File: src/pkg/cmd_report_defines.svh
// Constants for the command error and warning reporter
`ifndef CMD_REPORT_DEFINES_SVH
`define CMD_REPORT_DEFINES_SVH

`define CODE_W 10

// Report numbers, binary value of the decimal code
`define E_IO_FAIL 10'h0C8
`define E_ACCESS 10'h0CA
`define E_BAD_CHAR 10'h0CC
`define E_UNKNOWN 10'h0D2
`define E_TOO_LONG 10'h0D6
`define E_MASTER_TMO 10'h0DC
`define E_PAR_COUNT 10'h0E8
`define E_PAR_TYPE 10'h0EA
`define E_PAR_RANGE 10'h0EC
`define E_STREAM_ON 10'h106
`define E_UPD_HEADER 10'h140
`define E_UPD_SIZE 10'h141
`define E_UPD_XFER 10'h142
`define E_UPD_TMO 10'h143
`define E_NAME_BAD 10'h168
`define E_NAME_BLANK 10'h169
`define E_STORE_FULL 10'h16A
`define E_NAME_MISSING 10'h16B
`define E_SET_INVALID 10'h16C
`define E_ROI_ORDER 10'h258
`define E_MV_RANGE 10'h25A
`define E_SWTRIG_OFF 10'h268
`define W_OUT_ADAPTED 10'h140
`define W_CLIPPED 10'h23A

// Line scanning
`define LINE_MAX 255
`define LEN_W 9
`define CH_CR 8'h0D
`define CH_LF 8'h0A
`define CH_LO 8'h20
`define CH_HI 8'h7E

// Mastering wait and region bound width
`define CLK_HZ 40000000
`define MASTER_TIMEOUT_MS 2000
`define CLK_PER_MS (`CLK_HZ / 1000)
`define ROI_W 9

// Pending event slots
`define PEND_N 6

`endif

File: src/pkg/cmd_report_pkg.sv
// Types shared by the command error and warning reporter
package cmd_report_pkg;
`include "cmd_report_defines.svh"

	typedef struct packed
	{
		logic known;
		logic permitted;
		logic needs_expert;
		logic count_ok;
		logic type_ok;
		logic range_ok;
		logic needs_stop;
		logic is_roi;
		logic is_master;
		logic master_ok;
		logic is_swtrig;
		logic is_save;
		logic is_load;
		logic name_blank;
		logic name_bad;
		logic name_found;
		logic setting_ok;
		logic clipped;
		logic out_changed;
	} cmd_check_s;

	typedef struct packed
	{
		logic expert;
		logic stream_active;
		logic swtrig_mode;
		logic store_full;
	} dev_state_s;

	typedef struct packed
	{
		logic xfer_tmo;
		logic xfer_err;
		logic too_large;
		logic bad_header;
	} upd_evt_s;

	typedef struct packed
	{
		logic warn;
		logic [`CODE_W-1:0] code;
	} report_s;

	typedef enum logic [1:0]
	{
		M_IDLE = 2'h1,
		M_WAIT = 2'h2
	} mstate_e;

endpackage

File: src/logic/cmd_reporter.sv
// Command checker: picks one error or warning per line, times mastering
`timescale 1ns/1ps
`include "cmd_report_defines.svh"

module cmd_reporter #(
	parameter int unsigned MASTER_WAIT_CYC =
		`MASTER_TIMEOUT_MS * `CLK_PER_MS
) (
	input wire logic REF_CLK_I,
	input wire logic RSTN_I,
	input wire logic RX_VALID_I,
	input wire logic [7:0] RX_BYTE_I,
	input wire cmd_report_pkg::cmd_check_s CHECK_I,
	input wire cmd_report_pkg::dev_state_s STATE_I,
	input wire logic [`ROI_W-1:0] ROI_START_I,
	input wire logic [`ROI_W-1:0] ROI_END_I,
	input wire logic OUT_WRITE_FAIL_I,
	input wire cmd_report_pkg::upd_evt_s UPD_EVT_I,
	input wire logic MEAS_VALID_I,
	output logic REPORT_VALID_O,
	output cmd_report_pkg::report_s REPORT_O,
	output logic EXEC_O,
	output logic MASTER_TAKE_O,
	output logic MASTER_BUSY_O
);
	import cmd_report_pkg::*;

	localparam int unsigned TMR_W = $clog2(MASTER_WAIT_CYC + 1);
	localparam int unsigned P_IO = 0;
	localparam int unsigned P_TMO = 1;

	logic line_done;
	logic line_bad;
	logic line_long;
	logic [`PEND_N-1:0] pend_q;
	logic [`PEND_N-1:0] pend_d;
	logic [TMR_W-1:0] tmr_q;
	logic [TMR_W-1:0] tmr_d;
	mstate_e mstate_q;
	mstate_e mstate_d;
	logic rep_valid_q;
	report_s rep_q;
	logic exec_q;
	logic take_q;
	logic busy_q;

	line_scanner #(
		.MAX_LEN(`LINE_MAX),
		.LEN_W(`LEN_W)
	) u_scan (
		.clk_i(REF_CLK_I),
		.rstn_i(RSTN_I),
		.valid_i(RX_VALID_I),
		.byte_i(RX_BYTE_I),
		.done_o(line_done),
		.bad_o(line_bad),
		.long_o(line_long)
	);

	// Command checks, listed in reporting priority
	wire f_char = line_bad;
	wire f_long = line_long;
	wire f_name = !CHECK_I.known || !CHECK_I.permitted;
	wire f_expert = CHECK_I.needs_expert && !STATE_I.expert;
	wire f_count = !CHECK_I.count_ok;
	wire f_type = !CHECK_I.type_ok;
	wire f_range = !CHECK_I.range_ok;
	wire f_busy = CHECK_I.needs_stop && STATE_I.stream_active;
	// Equal bounds are left to the host, only reversed order is caught
	wire f_roi = CHECK_I.is_roi && (ROI_START_I > ROI_END_I);
	wire f_mv = CHECK_I.is_master && !CHECK_I.master_ok;
	wire f_trig = CHECK_I.is_swtrig && !STATE_I.swtrig_mode;
	wire f_full = CHECK_I.is_save && STATE_I.store_full;
	wire f_blank = CHECK_I.is_save && CHECK_I.name_blank;
	wire f_dup = CHECK_I.is_save && CHECK_I.name_bad;
	wire f_miss = CHECK_I.is_load && !CHECK_I.name_found;
	wire f_inval = CHECK_I.is_load && !CHECK_I.setting_ok;

	wire any_err = f_char || f_long || f_name || f_expert || f_count ||
		f_type || f_range || f_busy || f_roi || f_mv || f_trig ||
		f_full || f_blank || f_dup || f_miss || f_inval;

	// First failing check wins so only one code goes out
	wire [`CODE_W-1:0] err_code =
		f_char ? `E_BAD_CHAR :
		f_long ? `E_TOO_LONG :
		f_name ? `E_UNKNOWN :
		f_expert ? `E_ACCESS :
		f_count ? `E_PAR_COUNT :
		f_type ? `E_PAR_TYPE :
		f_range ? `E_PAR_RANGE :
		f_busy ? `E_STREAM_ON :
		f_roi ? `E_ROI_ORDER :
		f_mv ? `E_MV_RANGE :
		f_trig ? `E_SWTRIG_OFF :
		f_full ? `E_STORE_FULL :
		f_blank ? `E_NAME_BLANK :
		f_dup ? `E_NAME_BAD :
		f_miss ? `E_NAME_MISSING :
		`E_SET_INVALID;

	wire any_warn = CHECK_I.clipped || CHECK_I.out_changed;
	wire [`CODE_W-1:0] warn_code =
		CHECK_I.clipped ? `W_CLIPPED : `W_OUT_ADAPTED;

	wire cmd_ok = line_done && !any_err;
	wire cmd_rep = line_done && (any_err || any_warn);
	wire master_go = cmd_ok && CHECK_I.is_master;

	// Mastering wait for the next measurement value
	wire in_wait = mstate_q == M_WAIT;
	wire meas_take = in_wait && MEAS_VALID_I;
	wire tmr_end = tmr_q == TMR_W'(MASTER_WAIT_CYC - 1);
	wire tmo_evt = in_wait && tmr_end && !MEAS_VALID_I;

	always_comb
	begin
		mstate_d = mstate_q;
		tmr_d = tmr_q;
		unique case (mstate_q)
			M_IDLE:
			begin
				tmr_d = '0;
				if (master_go)
					mstate_d = M_WAIT;
			end
			M_WAIT:
			begin
				tmr_d = tmr_q + 1'b1;
				if (master_go)
					tmr_d = '0;
				else if (meas_take || tmr_end)
				begin
					mstate_d = M_IDLE;
					tmr_d = '0;
				end
			end
			default:
			begin
				mstate_d = M_IDLE;
				tmr_d = '0;
			end
		endcase
	end

	// Events outside a command line wait here until the report slot frees
	wire [`PEND_N-1:0] pend_set = {UPD_EVT_I.xfer_tmo, UPD_EVT_I.xfer_err,
		UPD_EVT_I.too_large, UPD_EVT_I.bad_header,
		tmo_evt, OUT_WRITE_FAIL_I};
	wire serve = !cmd_rep && (pend_q != '0);
	wire [`PEND_N-1:0] pick = pend_q & (~pend_q + 1'b1);
	wire [`PEND_N-1:0] pend_clr = serve ? pick : '0;
	// Set wins over clear for an event in the serving cycle
	assign pend_d = (pend_q & ~pend_clr) | pend_set;

	wire [`CODE_W-1:0] pend_code =
		pick[P_IO] ? `E_IO_FAIL :
		pick[P_TMO] ? `E_MASTER_TMO :
		pick[2] ? `E_UPD_HEADER :
		pick[3] ? `E_UPD_SIZE :
		pick[4] ? `E_UPD_XFER :
		`E_UPD_TMO;

	wire [`CODE_W-1:0] rep_code =
		cmd_rep ? (any_err ? err_code : warn_code) : pend_code;
	wire rep_warn = cmd_rep && !any_err;

	always_ff @(posedge REF_CLK_I or negedge RSTN_I)
	begin
		if (!RSTN_I)
		begin
			mstate_q <= M_IDLE;
			tmr_q <= '0;
			pend_q <= '0;
			rep_valid_q <= 1'b0;
			rep_q <= '0;
			exec_q <= 1'b0;
			take_q <= 1'b0;
			busy_q <= 1'b0;
		end
		else
		begin
			mstate_q <= mstate_d;
			tmr_q <= tmr_d;
			pend_q <= pend_d;
			rep_valid_q <= cmd_rep || serve;
			// Last report stays readable until the next one replaces it
			if (cmd_rep || serve)
				rep_q <= report_s'{rep_warn, rep_code};
			exec_q <= cmd_ok;
			take_q <= meas_take;
			busy_q <= mstate_d == M_WAIT;
		end
	end

	assign REPORT_VALID_O = rep_valid_q;
	assign REPORT_O = rep_q;
	assign EXEC_O = exec_q;
	assign MASTER_TAKE_O = take_q;
	assign MASTER_BUSY_O = busy_q;

	property p_no_exec_err;
		@(posedge REF_CLK_I) disable iff (!RSTN_I)
		line_done && any_err |=> !EXEC_O && REPORT_VALID_O && !REPORT_O.warn;
	endproperty
	a_no_exec_err: assert property (p_no_exec_err)
		else $error("Rejected command executed or unreported");

	property p_bad_char;
		@(posedge REF_CLK_I) disable iff (!RSTN_I)
		line_done && line_bad |=> REPORT_O.code == `E_BAD_CHAR;
	endproperty
	a_bad_char: assert property (p_bad_char)
		else $error("Bad character not reported");

	property p_too_long;
		@(posedge REF_CLK_I) disable iff (!RSTN_I)
		line_done && line_long && !line_bad |=>
			REPORT_O.code == `E_TOO_LONG;
	endproperty
	a_too_long: assert property (p_too_long)
		else $error("Long line not reported");

	property p_unknown;
		@(posedge REF_CLK_I) disable iff (!RSTN_I)
		line_done && !line_bad && !line_long && !CHECK_I.known |=>
			REPORT_VALID_O && REPORT_O.code == `E_UNKNOWN;
	endproperty
	a_unknown: assert property (p_unknown)
		else $error("Unknown command not reported");

	property p_expert;
		@(posedge REF_CLK_I) disable iff (!RSTN_I)
		line_done && !line_bad && !line_long && !f_name &&
			CHECK_I.needs_expert && !STATE_I.expert |=>
			REPORT_O.code == `E_ACCESS && !EXEC_O;
	endproperty
	a_expert: assert property (p_expert)
		else $error("Missing expert login not reported");

	property p_warn_clip;
		@(posedge REF_CLK_I) disable iff (!RSTN_I)
		line_done && !any_err && CHECK_I.clipped |=>
			EXEC_O && REPORT_O.warn && REPORT_O.code == `W_CLIPPED;
	endproperty
	a_warn_clip: assert property (p_warn_clip)
		else $error("Clipped value warning missing");

	property p_tmo_pend;
		@(posedge REF_CLK_I) disable iff (!RSTN_I)
		in_wait && tmr_end && !MEAS_VALID_I && !master_go |=>
			pend_q[P_TMO] && !MASTER_BUSY_O;
	endproperty
	a_tmo_pend: assert property (p_tmo_pend)
		else $error("Mastering timeout not recorded");

	property p_tmo_bound;
		@(posedge REF_CLK_I) disable iff (!RSTN_I)
		in_wait |-> tmr_q < TMR_W'(MASTER_WAIT_CYC);
	endproperty
	a_tmo_bound: assert property (p_tmo_bound)
		else $error("Mastering wait ran past its limit");

	property p_io_fail;
		@(posedge REF_CLK_I) disable iff (!RSTN_I)
		OUT_WRITE_FAIL_I |=> pend_q[P_IO];
	endproperty
	a_io_fail: assert property (p_io_fail)
		else $error("Output write failure lost");

	property p_pend_out;
		@(posedge REF_CLK_I) disable iff (!RSTN_I)
		!cmd_rep && pend_q[P_IO] |=>
			REPORT_VALID_O && REPORT_O.code == `E_IO_FAIL && !REPORT_O.warn;
	endproperty
	a_pend_out: assert property (p_pend_out)
		else $error("Pending write failure not reported");

	property p_roi;
		@(posedge REF_CLK_I) disable iff (!RSTN_I)
		line_done && !(f_char || f_long || f_name || f_expert || f_count ||
			f_type || f_range || f_busy) && CHECK_I.is_roi &&
			ROI_START_I > ROI_END_I |=> REPORT_O.code == `E_ROI_ORDER;
	endproperty
	a_roi: assert property (p_roi)
		else $error("Reversed region not reported");

endmodule

File: src/logic/line_scanner.sv
// Byte stream scanner: line length and character set per command line
`timescale 1ns/1ps
`include "cmd_report_defines.svh"

module line_scanner #(
	parameter int unsigned MAX_LEN = `LINE_MAX,
	parameter int unsigned LEN_W = `LEN_W
) (
	input wire logic clk_i,
	input wire logic rstn_i,
	input wire logic valid_i,
	input wire logic [7:0] byte_i,
	output logic done_o,
	output logic bad_o,
	output logic long_o
);

	logic [LEN_W-1:0] cnt_q;
	logic [LEN_W-1:0] cnt_d;
	logic bad_acc_q;
	logic done_q;
	logic bad_q;
	logic long_q;

	wire is_term = (byte_i == `CH_CR) || (byte_i == `CH_LF);
	wire is_bad = !is_term && ((byte_i < `CH_LO) || (byte_i > `CH_HI));
	// Saturate one past the limit so very long lines stay flagged
	wire at_top = cnt_q == LEN_W'(MAX_LEN + 1);
	assign cnt_d = is_term ? '0 : (at_top ? cnt_q : cnt_q + 1'b1);

	always_ff @(posedge clk_i or negedge rstn_i)
	begin
		if (!rstn_i)
		begin
			cnt_q <= '0;
			bad_acc_q <= 1'b0;
			done_q <= 1'b0;
			bad_q <= 1'b0;
			long_q <= 1'b0;
		end
		else
		begin
			done_q <= valid_i && is_term;
			if (valid_i)
			begin
				cnt_q <= cnt_d;
				bad_acc_q <= !is_term && (bad_acc_q || is_bad);
			end
			if (valid_i && is_term)
			begin
				bad_q <= bad_acc_q;
				long_q <= cnt_q > LEN_W'(MAX_LEN);
			end
		end
	end

	assign done_o = done_q;
	assign bad_o = bad_q;
	assign long_o = long_q;

endmodule

File: config.mk
export PLATFORM = sky130hd
export DESIGN_NAME = cmd_reporter
export DESIGN_NICKNAME = d
export VERILOG_FILES = /design/src/pkg/cmd_report_pkg.sv /design/src/logic/cmd_reporter.sv /design/src/logic/line_scanner.sv
export VERILOG_INCLUDE_DIRS = /design/src /design/src/pkg
export SDC_FILE = /design/constraint.sdc
export NUM_CORES = 1
export LEC_CHECK = 0
export BUFFER_PORTS_ARGS = -buffer_cell sky130_fd_sc_hd__buf_2
export CORE_MARGIN = 5
export CORE_UTILIZATION = 35
export DETAILED_ROUTE_END_ITERATION = 12
export PLACE_DENSITY_LB_ADDON = 0.12
export SETUP_SLACK_MARGIN = 0.15
export SLEW_MARGIN = 20
export SYNTH_ARGS = -nofsm -noshare
export SYNTH_HDL_FRONTEND = slang
export SYNTH_SLANG_ARGS = --single-unit
File: constraint.sdc
create_clock -name REF_CLK_I -period 2.4 [get_ports REF_CLK_I]
set_input_delay 0.36 -clock REF_CLK_I [delete_from_list [all_inputs] [get_ports REF_CLK_I]]
set_output_delay 0.36 -clock REF_CLK_I [all_outputs]
set_load 0.01 [all_outputs]
==> metrics.md, run 1 <==
| Metric | Value |
|---|---|
| Num CTS Buffers | `9` |
| Initial antenna violation count | `0` |
| Fin nets | `571` |
| Layout cells sized above 1 | `24.25%` |
| Highest Signal Layer | `met4` |
| Synth Warn # | `0` |
| Slew Limit Fails | `0` |
| Finished Core Util | `45.54%` |
| Chip width | `111.0 µm` |
| Total core area | `9864 µm²` |
| DR vias/cell | `5.019` |
| Crit path arrival time | `2.39 ns` |
| FMAX | `463.9 MHz` |
| Synth Net Count | `472` |
| Met3 wire len | `388 µm` |
| Iter 0 DRT Violations | `116` |
| Max transition margin | `65.66%` |
| Worst-path clk slew | `0.08 ns` |
| Clock sink count | `63` |
| DP Worst Slack | `-0.1531 ns` |
| Via count | `3192` |
| Register area share after synthesis | `44.17%` |
| Main synth FF type | `dfrtp_1` |
| Die height | `111.0 µm` |
| Gp weighted congestion | `0.7875` |
| Number of global-route vias before repair | `3097` |
| Inst Count DP | `611` |
| Clk root buf | `clkbuf_8` |
| Tmin final | `2.155 ns` |
| Post-route cell area | `4492 µm²` |
| Transition time of the tightest slew-check pin | `0.5151 ns` |
| DR WL met2 | `4024 µm` |
| Crit Path Class | `reg -> reg` |
| Setup ws final | `0.2446 ns` |
| Fin. Hold Viols | `0` |
| GRT Total Usage | `14.30%` |
| Top delay family on crit path | `simple AND/OR/NAND/NOR gates` |
| Synth Register Bits | `63` |
| Wire per inst | `13.57 µm` |
| DRT met1 WL | `4098 µm` |
| Hold Path Stages | `2` |
| CP max-delay cell | `dfrtp_1` |
| Reg2Reg Depth | `8` |
| Drt first pass iters | `4` |
| Max Cap Viol | `0` |
| Hold endpoint | `pend_q[4]` |
| CTS tree | `yes` |
| Avg Cell Area, Syn | `8.953 µm²` |
| I/O Pins | `73` |
| Crit path buffers/inverters | `1` |
| Final Non-Filler Cells | `636` |
| Worst-path maximum fanout | `12` |
| Post-synth EDFFs | `0` |
| Dpl hpwl | `6407 µm` |
| Setup-failing EPs final | `0` |
| Outcome | `finished clean` |
| Initial core utilization | `36.21%` |
| PortBufs | `72` |
| Residual DRC | `0` |
| Cell breakdown of the critical path | `or2_4 > nor4_4 > and4_1 > nand3_2 > o31a_1 > buf_12 > a2111oi_4 > a21oi_1` |
| Fillers | `977` |
| Crit end category | `register` |
| Post-synthesis cell area | `3572 µm²` |
| Worst path max stage delay | `0.41 ns` |
| Hold WS | `0.2077 ns` |
| Startpoint Class | `register` |
| PD cells | `567.6 nW/µm²` |
| Ys async rst share | `100.0%` |
| Final Cycle Share | `89.81%` |
| Hold Startpoint | `UPD_EVT_I[2]` |
| CTS HTree Levels | `3` |
| Largest net degree at the start of global routing | `27` |
| R2R setup slack | `0.24 ns` |
| Ant diodes | `0` |
| Final ANT Viol Nets | `0` |
| First-pass GRT wire length | `14540 µm` |
| Hold Crit Class | `in -> reg` |
| Row count | `36` |
| Worst Clk Skew | `0.01304 ns` |
| Clock latency on the worst-skew pair | `0.35 ns` |
| Placed Area | `4190 µm²` |
| Peak supply drop | `0.3489 mV` |
| RR Endpoint | `REPORT_O[7]` |
| LEAKAGE | `2.024 nW` |
| Crit path required time | `2.64 ns` |
| Synth cell types | `51` |
| Die area | `12330 µm²` |
| DRT Wirelength | `8632 µm` |
| Worst r2r src | `u_scan.long_o` |
| Cells after Synth | `399` |
| Max Buffers Root-to-Sink | `2` |
| Global route total overflow | `0` |
| Area Overhead vs Synth | `25.74%` |
| RSZ-0062 raised after global routing | `true` |
## report_power, final
part           switching [W]  internal [W]  leakage [nW]  total [W]
registers          0.0000906       0.00114         0.817    0.00123
logic               0.000213      0.000189          1.11   0.000401
clock network       0.000441      0.000476        0.0960   0.000917
total               0.000744       0.00181          2.02    0.00255
## metrics by stage
step	TNS [ns]	power, W
after floorplan	0	0.001473
after global placement	-0.09599	0.001625
after detailed placement	-0.1826	0.001638
after CTS	0	0.002576
after global routing	0	0.002701
final	0	0.002550
## kinds of logic after synthesis
group | count (synthesis) | synth area share (%)
and+or+nand+nor | 194 | 27.04
DFF | 63 | 44.17
adders and majority gates | 15 | 5.254
buffers and inverters | 30 | 3.397
AOI/OAI and AO/OA | 70 | 13.52
xor gates and xnor gates | 27 | 6.620
## layer usage
metal	GRT usage, %	vias up
met5	0	-
met4	4.866	0
met3	4.258	12
met2	22.61	56
met1	18.70	1518
li1	-	1606
## synth_stat cells (2+ instances only)
cell | instances | area, µm²
inv_1 | 24 | 90.09
nor4b_1 | 2 | 17.52
nor2b_1 | 5 | 31.28
xnor2_1 | 15 | 131.4
nand4_1 | 10 | 62.56
ha_1 | 15 | 187.7
o22ai_1 | 4 | 25.02
dfrtp_1 | 62 | 1551
and4_1 | 2 | 17.52
nand2b_1 | 14 | 87.58
nand2_1 | 44 | 165.2
and3_1 | 10 | 62.56
clkbuf_1 | 4 | 15.01
o41ai_1 | 2 | 17.52
or3_1 | 4 | 25.02
nor3_1 | 14 | 70.07
a21oi_1 | 14 | 70.07
nor2_1 | 52 | 195.2
o21ai_0 | 12 | 60.06
o21ai_1 | 4 | 20.02
o32ai_1 | 2 | 17.52
o2bb2ai_1 | 3 | 26.28
nand3_1 | 19 | 95.09
o31a_1 | 3 | 26.28
nor4_1 | 5 | 31.28
xor2_1 | 12 | 105.1
a211oi_1 | 4 | 30.03
o31ai_1 | 6 | 45.04
or2_2 | 3 | 18.77
and2_1 | 5 | 31.28
a31oi_1 | 4 | 25.02
## layout make-up
type | instances | area [µm²] | share of cell area [%]
tap | 133 | 166.4 | 3.705
sequential | 63 | 1578 | 35.13
clock inverter | 6 | 61.31 | 1.365
timing repair buffer | 94 | 570.5 | 12.70
inverter | 24 | 90.09 | 2.006
clock buffer | 10 | 127.6 | 2.841
multi-input combinational | 306 | 1898 | 42.26
## flip-flops by register name, indices dropped and copies added (netlist names)
name,count
tmr_q,27
REPORT_O,11
u_scan.cnt_q,9
pend_q,6
mstate_q,2
EXEC_O,1
MASTER_BUSY_O,1
MASTER_TAKE_O,1
REPORT_VALID_O,1
u_scan.bad_acc_q,1
u_scan.bad_o,1
u_scan.done_o,1
u_scan.long_o,1
## how the worst max path moves through the flow
stage                       end  slack (ns)          start  depth (start not counted)
global route        REPORT_O[7]        0.12  u_scan.long_o                          8
CTS                   pend_q[3]        0.16   u_scan.bad_o                          8
global placement    REPORT_O[1]        -0.1   ROI_END_I[8]                         11
floorplan           REPORT_O[7]        0.15   ROI_END_I[8]                         10
detailed placement  REPORT_O[1]       -0.15   ROI_END_I[6]                         11
finish              REPORT_O[7]        0.24  u_scan.long_o                          8
## placed cells by master, fill, tap and decap left out, types with 5 or more instances in the layout
cell type   n
nor2_1     51
and2_1      5
clkbuf_8    9
dfrtp_1    62
nand2_1    44
nand4_1    10
inv_1      24
nand3_1    19
buf_4      18
a21oi_1    14
ha_1       14
nor4_1      5
nand2b_1   14
xnor2_1    15
nor2b_1     5
nor3_1     14
o21ai_0    12
and3_1      9
xor2_1     12
o31ai_1     6
buf_2      72
## what timing repair did
item / in CTS / in global routing
setup buffers: 1 / 6
cloned: 0 / 1
hold endpoints to repair: 20 / 0
pin swaps: 0 / 6
setup endpoints to repair: 1 / 11
resized for setup: 2 / 4
hold buffers: 1 / 0
(Power assumes the default switching activity.)
==> inputs of run 2 (changes only) <==
Settings changed: ABC_AREA from default to 1.
==> run 2 against run 1 <==
Final area is 1.9% higher. Largest power group unchanged. Hold slack lost 0.19 ns. Die area is 5.6% higher. Largest cell class unchanged. Register-to-register slack improved by 0.10 ns. Global-route usage fell by 0.26 points. Critical path type unchanged. First-iteration DRC count rose by 50%. Sequential power is essentially flat. Area after synthesis rose by 6.1%. Cell count increased by 16%. Critical endpoint is now tmr_q[20]. Sequential cell count unchanged. Clock power down 2%. Wire length increased by 1.4%.
==> metrics.md, run 2 <==
| Metric | Value |
|---|---|
| Outcome | `finished clean` |
| Clk root buf | `clkbuf_8` |
| DRT Wirelength | `8757 µm` |
| Main synth FF type | `dfrtp_1` |
| Total core area | `10750 µm²` |
| Die area | `13010 µm²` |
| Post-synth EDFFs | `0` |
| Residual DRC | `0` |
| GRT Total Usage | `14.04%` |
| Final ANT Viol Nets | `0` |
| Yosys top cell area share | `40.92%` |
| Die height | `114.1 µm` |
| Met1 usage | `17.76%` |
| Clock sink count | `63` |
| Layout cells sized above 1 | `20.74%` |
| PD cells | `557.2 nW/µm²` |
| Max transition margin | `69.21%` |
| Comb power frac | `16.8%` |
| NetSw | `0.0007436 W` |
| Fin nets | `666` |
| Post-synthesis cell area | `3791 µm²` |
| Setup tns final | `0 ns` |
| Max FFs per register | `27` |
| Setup-failing EPs final | `0` |
| DR vias/cell | `4.679` |
| Initial core utilization | `35.28%` |
| LEAKAGE | `2.301 nW` |
| Ant diodes | `0` |
| Clock network power share | `35.4%` |
| Largest net degree at the start of global routing | `64` |
| Gp weighted congestion | `0.8015` |
| Synth cell types | `44` |
| Setup ws final | `0.3485 ns` |
| Initial antenna violation count | `0` |
| Sw Ratio | `29.14%` |
| Yosys top cell by area | `dfrtp_1` |
| Global route total overflow | `0` |
| Ys async rst share | `100.0%` |
| Reg with most FFs | `tmr_q` |
| Crit Path Class | `reg -> reg` |
| Main area contributors after synthesis | `dfrtp_1 (41%), nand2_1 (12%), inv_1 (7.7%)` |
| Most frequent cells in the layout | `nand2_1 (119), inv_1 (78), buf_2 (72), nor2_1 (65), dfrtp_1 (62)` |
| Worst Clk Skew | `0.01138 ns` |
| Startpoint Class | `register` |
| Int Pwr | `0.001808 W` |
| Post-route cell area | `4579 µm²` |
| Max Cap Viol | `0` |
| Drt first pass iters | `4` |
| Area Overhead vs Synth | `20.79%` |
| Tmin final | `2.052 ns` |
| Clock latency on the worst-skew pair | `0.34 ns` |
| Top-count cell post-synth | `nand2_1` |
| Row count | `38` |
| Flop pwr share | `47.9%` |
| Register area share after synthesis | `41.62%` |
| Slew Limit Fails | `0` |
| Chip width | `114.1 µm` |
| Placed Area | `4362 µm²` |
| Crit end category | `register` |
| PortBufs | `72` |
| CTS HTree Levels | `3` |
| Max Buffers Root-to-Sink | `2` |
| Via count | `3453` |
| First-pass GRT wire length | `14980 µm` |
| DP Worst Slack | `0.1034 ns` |
| Num CTS Buffers | `9` |
| I/O Pins | `73` |
| Final Cycle Share | `85.48%` |
| Synth Register Bits | `63` |
| Fin. Hold Viols | `0` |
| Dpl hpwl | `6731 µm` |
| Wire per inst | `11.87 µm` |
| # hold bufs at CTS | `0` |
| Hold Crit Class | `in -> async` |
| Avg Cell Area, Syn | `7.507 µm²` |
| Iter 0 DRT Violations | `174` |
| Crit path arrival time | `2.27 ns` |
| FMAX | `487.4 MHz` |
| CTS tree | `yes` |
| Worst-path clk slew | `0.07 ns` |
| Commonest cells in the netlist | `nand2_1 (121), inv_1 (78), nor2_1 (67)` |
| GRT busiest layer | `met2` |
| Transition time of the tightest slew-check pin | `0.4597 ns` |
| Grt met2 use | `23.73%` |
| Leading cell type in the layout, fill and taps excluded | `nand2_1` |
| Crit path required time | `2.62 ns` |
| Worst-path maximum fanout | `4` |
| Number of global-route vias before repair | `3425` |
| RSZ-0062 raised after global routing | `true` |
| Peak supply drop | `0.2426 mV` |
| Synth Warn # | `0` |
| Synth Net Count | `578` |
| Met3 Use GR | `3.700%` |
| Cells after Synth | `505` |
[run 2: changes by cell type after synthesis, moves of 5 or more]
| cell | delta |
|---|---|
| and2_1 | -5 |
| and3_1 | -9 |
| inv_1 | +54 |
| nand2_1 | +77 |
| nand2b_1 | -14 |
| nand3_1 | +13 |
| nor2_1 | +15 |
| nor2_2 | +8 |
| nor2b_1 | -5 |
| nor3_1 | +6 |
| o21ai_0 | +10 |
| xnor2_1 | -13 |
[run 2: cells by family after synthesis]
kind of cell               count (synthesis)  share of synthesized area [%]
DFF                                       63                          41.62
adders and majority gates                 15                          4.950
AOI/OAI and AO/OA                         52                          8.482
xor gates and xnor gates                  12                          2.772
and+or+nand+nor                          280                          33.43
buffers and inverters                     83                          8.746
[run 2: layout make-up]
class | instances | area (µm²)
clock buffer | 10 | 127.6
clock inverter | 6 | 61.31
fill | 1141 | 6166
inverter | 81 | 309.0
multi-input combinational | 359 | 1903
sequential | 63 | 1578
tap | 140 | 175.2
timing repair buffer | 79 | 425.4
[run 2: routing by layer]
metal	part of all wire, %	up-vias
met4	1.2	0
met2	47	67
li1	-	1791
met1	45	1586
met3	6.2	9
met5	0	-
[run 2: stage by stage]
stage | std cells | power [W] | util [%] | hold WS [ns]
6_report | 738 | 0.002551 | 42.62 | 0.01733
5_1_grt | 738 | 0.002723 | 42.62 | 0.05806
4_1_cts | 737 | 0.002600 | 42.35 | 0.02900
3_5_place_dp | 721 | 0.001673 | 40.59 | 0.4089
3_3_place_gp | 721 | 0.001664 | 40.59 | 0.4174
2_1_floorplan | 505 | 0.001510 | - | 0.06441
[run 2: power groups by stage]
stage	logic, W	clock network [W]	registers [W]
global placement	0.000425	0	0.00124
detailed placement	0.000434	0	0.00124
finish	0.000428	0.000903	0.00122
CTS	0.000435	0.000945	0.00122
floorplan	0.000283	0	0.00123
global route	0.000500	0.000988	0.00124
[run 2: worst paths after layout]
check                           cells past startpoint  slack (ns)         start           to
worst max register to register                     11        0.35      tmr_q[0]    tmr_q[20]
worst min-delay path                                2        0.02        RSTN_I  REPORT_O[9]
worst min register to register                      1        0.46      tmr_q[0]     tmr_q[0]
worst max-delay path                               11        0.35      tmr_q[0]    tmr_q[20]
min in group REF_CLK_I                              3        0.20  UPD_EVT_I[1]    pend_q[3]
max in group asynchronous                           2        2.07        RSTN_I  mstate_q[0]
[run 2: worst max-delay path: stages (launching register included)]
cell	delay, ns
dfrtp_1	0.37
ha_1	0.19
nand3_1	0.14
nor2_2	0.15
nand2_2	0.10
nor2_4	0.13
nand2_1	0.13
nor3_4	0.26
nand2_2	0.11
nor3_2	0.13
xor2_1	0.17
nor2_1	0.05
[run 2: repair_timing]
item	4_1_cts	5_1_grt
setup endpoints to repair	0	5
endpoints found under the hold margin	0	0
buffers inserted	0	1
gates resized for setup	0	6
==> inputs of run 3 (changes only) <==
Settings changed: CAP_MARGIN from default to 20, PLACE_DENSITY from default to 0.54, PLACE_DENSITY_LB_ADDON 0.12 to default.
==> run 3 against run 2 <==
Utilization increased by 0.082 points. Cell count decreased by 0.41%. Via count decreased by 0.81%. Combinational power about the same. Global-route usage about the same. Die area unchanged. Hold slack improved by 0.011 ns. Clock skew increased by 0.0047 ns. Critical path type unchanged. Largest cell class unchanged. Highest routed layer unchanged.
==> metrics.md, run 3 (same netlist as run 2, synthesis figures left out) <==
| Metric | Value |
|---|---|
| Largest net degree at the start of global routing | `64` |
| RSZ-0062 raised after global routing | `true` |
| Slew Limit Fails | `0` |
| Inst Count DP | `717` |
| Tmin final | `2.034 ns` |
| Global route total overflow | `0` |
| Crit path required time | `2.63 ns` |
| Via count | `3425` |
| Crit end category | `register` |
| Wire per inst | `12.02 µm` |
| Drt first pass iters | `4` |
| Post-route cell area | `4588 µm²` |
| Final Cycle Share | `84.75%` |
| I/O Pins | `73` |
| Worst r2r src | `u_scan.long_o` |
| Worst Clk Skew | `0.01610 ns` |
| R2R setup slack | `0.37 ns` |
| Max Cap Viol | `0` |
| Worst-path maximum fanout | `8` |
| Initial antenna violation count | `0` |
| Max transition margin | `70.08%` |
| Die area | `13010 µm²` |
| Num CTS Buffers | `9` |
| Peak supply drop | `0.3275 mV` |
| Leading cell type in the layout, fill and taps excluded | `nand2_1` |
| Placed Area | `4332 µm²` |
| Fillers | `1106` |
| Max FFs per register | `27` |
| Final ANT Viol Nets | `0` |
| PortBufs | `72` |
| CTS HTree Levels | `3` |
| LEAKAGE | `2.302 nW` |
| End of the critical path | `REPORT_O[8]` |
| Residual DRC | `0` |
| Hold Crit Class | `in -> async` |
| Number of global-route vias before repair | `3379` |
| Crit path arrival time | `2.26 ns` |
| FMAX | `491.6 MHz` |
| CTS tree | `yes` |
| Startpoint Class | `register` |
| RR Endpoint | `REPORT_O[8]` |
| Setup-failing EPs final | `0` |
| Fin. Hold Viols | `0` |
| Gp weighted congestion | `0.8645` |
| Pwr Total | `0.002682 W` |
| Most frequent cells in the layout | `nand2_1 (120), inv_1 (78), buf_2 (72), nor2_1 (66), dfrtp_1 (62)` |
| Dpl hpwl | `6833 µm` |
| Area Overhead vs Synth | `21.02%` |
| Iter 0 DRT Violations | `226` |
| Chip width | `114.1 µm` |
| Final Non-Filler Cells | `735` |
| GRT Total Usage | `14.01%` |
| Multi-input gate area | `1903 µm²` |
| Row count | `38` |
| Clk root buf | `clkbuf_8` |
| First-pass GRT wire length | `15040 µm` |
| Hold WS | `0.02824 ns` |
| Sequential cell area | `1578 µm²` |
| Reg with most FFs | `tmr_q` |
| Total core area | `10750 µm²` |
| Initial core utilization | `35.28%` |
| DRT Wirelength | `8833 µm` |
| Crit Path Class | `reg -> reg` |
| Clock latency on the worst-skew pair | `0.34 ns` |
| Transition time of the tightest slew-check pin | `0.4467 ns` |
| Ant diodes | `0` |
| Die height | `114.1 µm` |
| Reg2Reg Depth | `10` |
| Fin nets | `663` |
| Worst-path clk slew | `0.08 ns` |
| PD cells | `584.5 nW/µm²` |
| DR vias/cell | `4.660` |
| Outcome | `finished clean` |
| Max Buffers Root-to-Sink | `2` |
| Crit path from | `u_scan.long_o` |
| Setup tns final | `0 ns` |
| Layout cells sized above 1 | `20.17%` |
| Clock sink count | `63` |
-- run 3: area by class of cell --
class | count | share of cell area [%]
tap | 140 | 3.818
inverter | 81 | 6.736
sequential | 63 | 34.39
timing repair buffer | 76 | 8.781
clock inverter | 7 | 2.100
multi-input combinational | 359 | 41.48
clock buffer | 9 | 2.700
-- run 3: per-stage QoR --
stage	worst slack, ns	utilization, %
final	0.3659	42.70
after floorplan	0.4551	-
after detailed placement	0.08088	40.31
after CTS	0.2871	42.36
after global routing	0.1139	42.70
after global placement	0.1124	40.31
-- run 3: how the worst min path moves through the flow --
stage,depth (start not counted),slack [ns],startpoint,to
after detailed placement,2,0.40,RSTN_I,REPORT_O[3]
final,2,0.03,RSTN_I,tmr_q[12]
after floorplan,0,0.06,RSTN_I,EXEC_O
after global placement,2,0.40,RSTN_I,REPORT_O[6]
after CTS,2,0.03,RSTN_I,pend_q[3]
after global routing,2,0.06,RSTN_I,pend_q[4]
-- run 3: critical path, stage by stage (launching register included) --
cell and delay (ns):
dfrtp_1 0.45, nor2_4 0.16, nand3_2 0.10, nor2_4 0.13
nand2_2 0.09, nor2_4 0.21, nand4_4 0.14, o21ai_4 0.29
nand2_1 0.16, nand3_1 0.13, nand2_1 0.06
-- run 3: where the power goes --
group	internal [W]	switching (W)	total, W	leakage [nW]
clock network	0.000588	0.000438	0.00103	0.114
registers	0.00115	0.0000757	0.00123	0.808
logic	0.000176	0.000253	0.000429	1.38
-- run 3: metal layers --
| metal | GRT usage (%) | routed length (µm) | up-vias |
|---|---|---|---|
| met1 | 18.33 | 4142 | 1562 |
| met4 | 4.038 | 76 | 0 |
| met3 | 2.748 | 464 | 4 |
| met2 | 23.58 | 4149 | 71 |
| li1 | - | - | 1788 |
| met5 | 0 | 0 | - |
-- run 3: timing repair --
item                                    4_1_cts  5_1_grt
hold buffers                                  0        0
gates resized for setup                       0        5
endpoints found under the setup margin        0       22
buffers inserted                              0        2
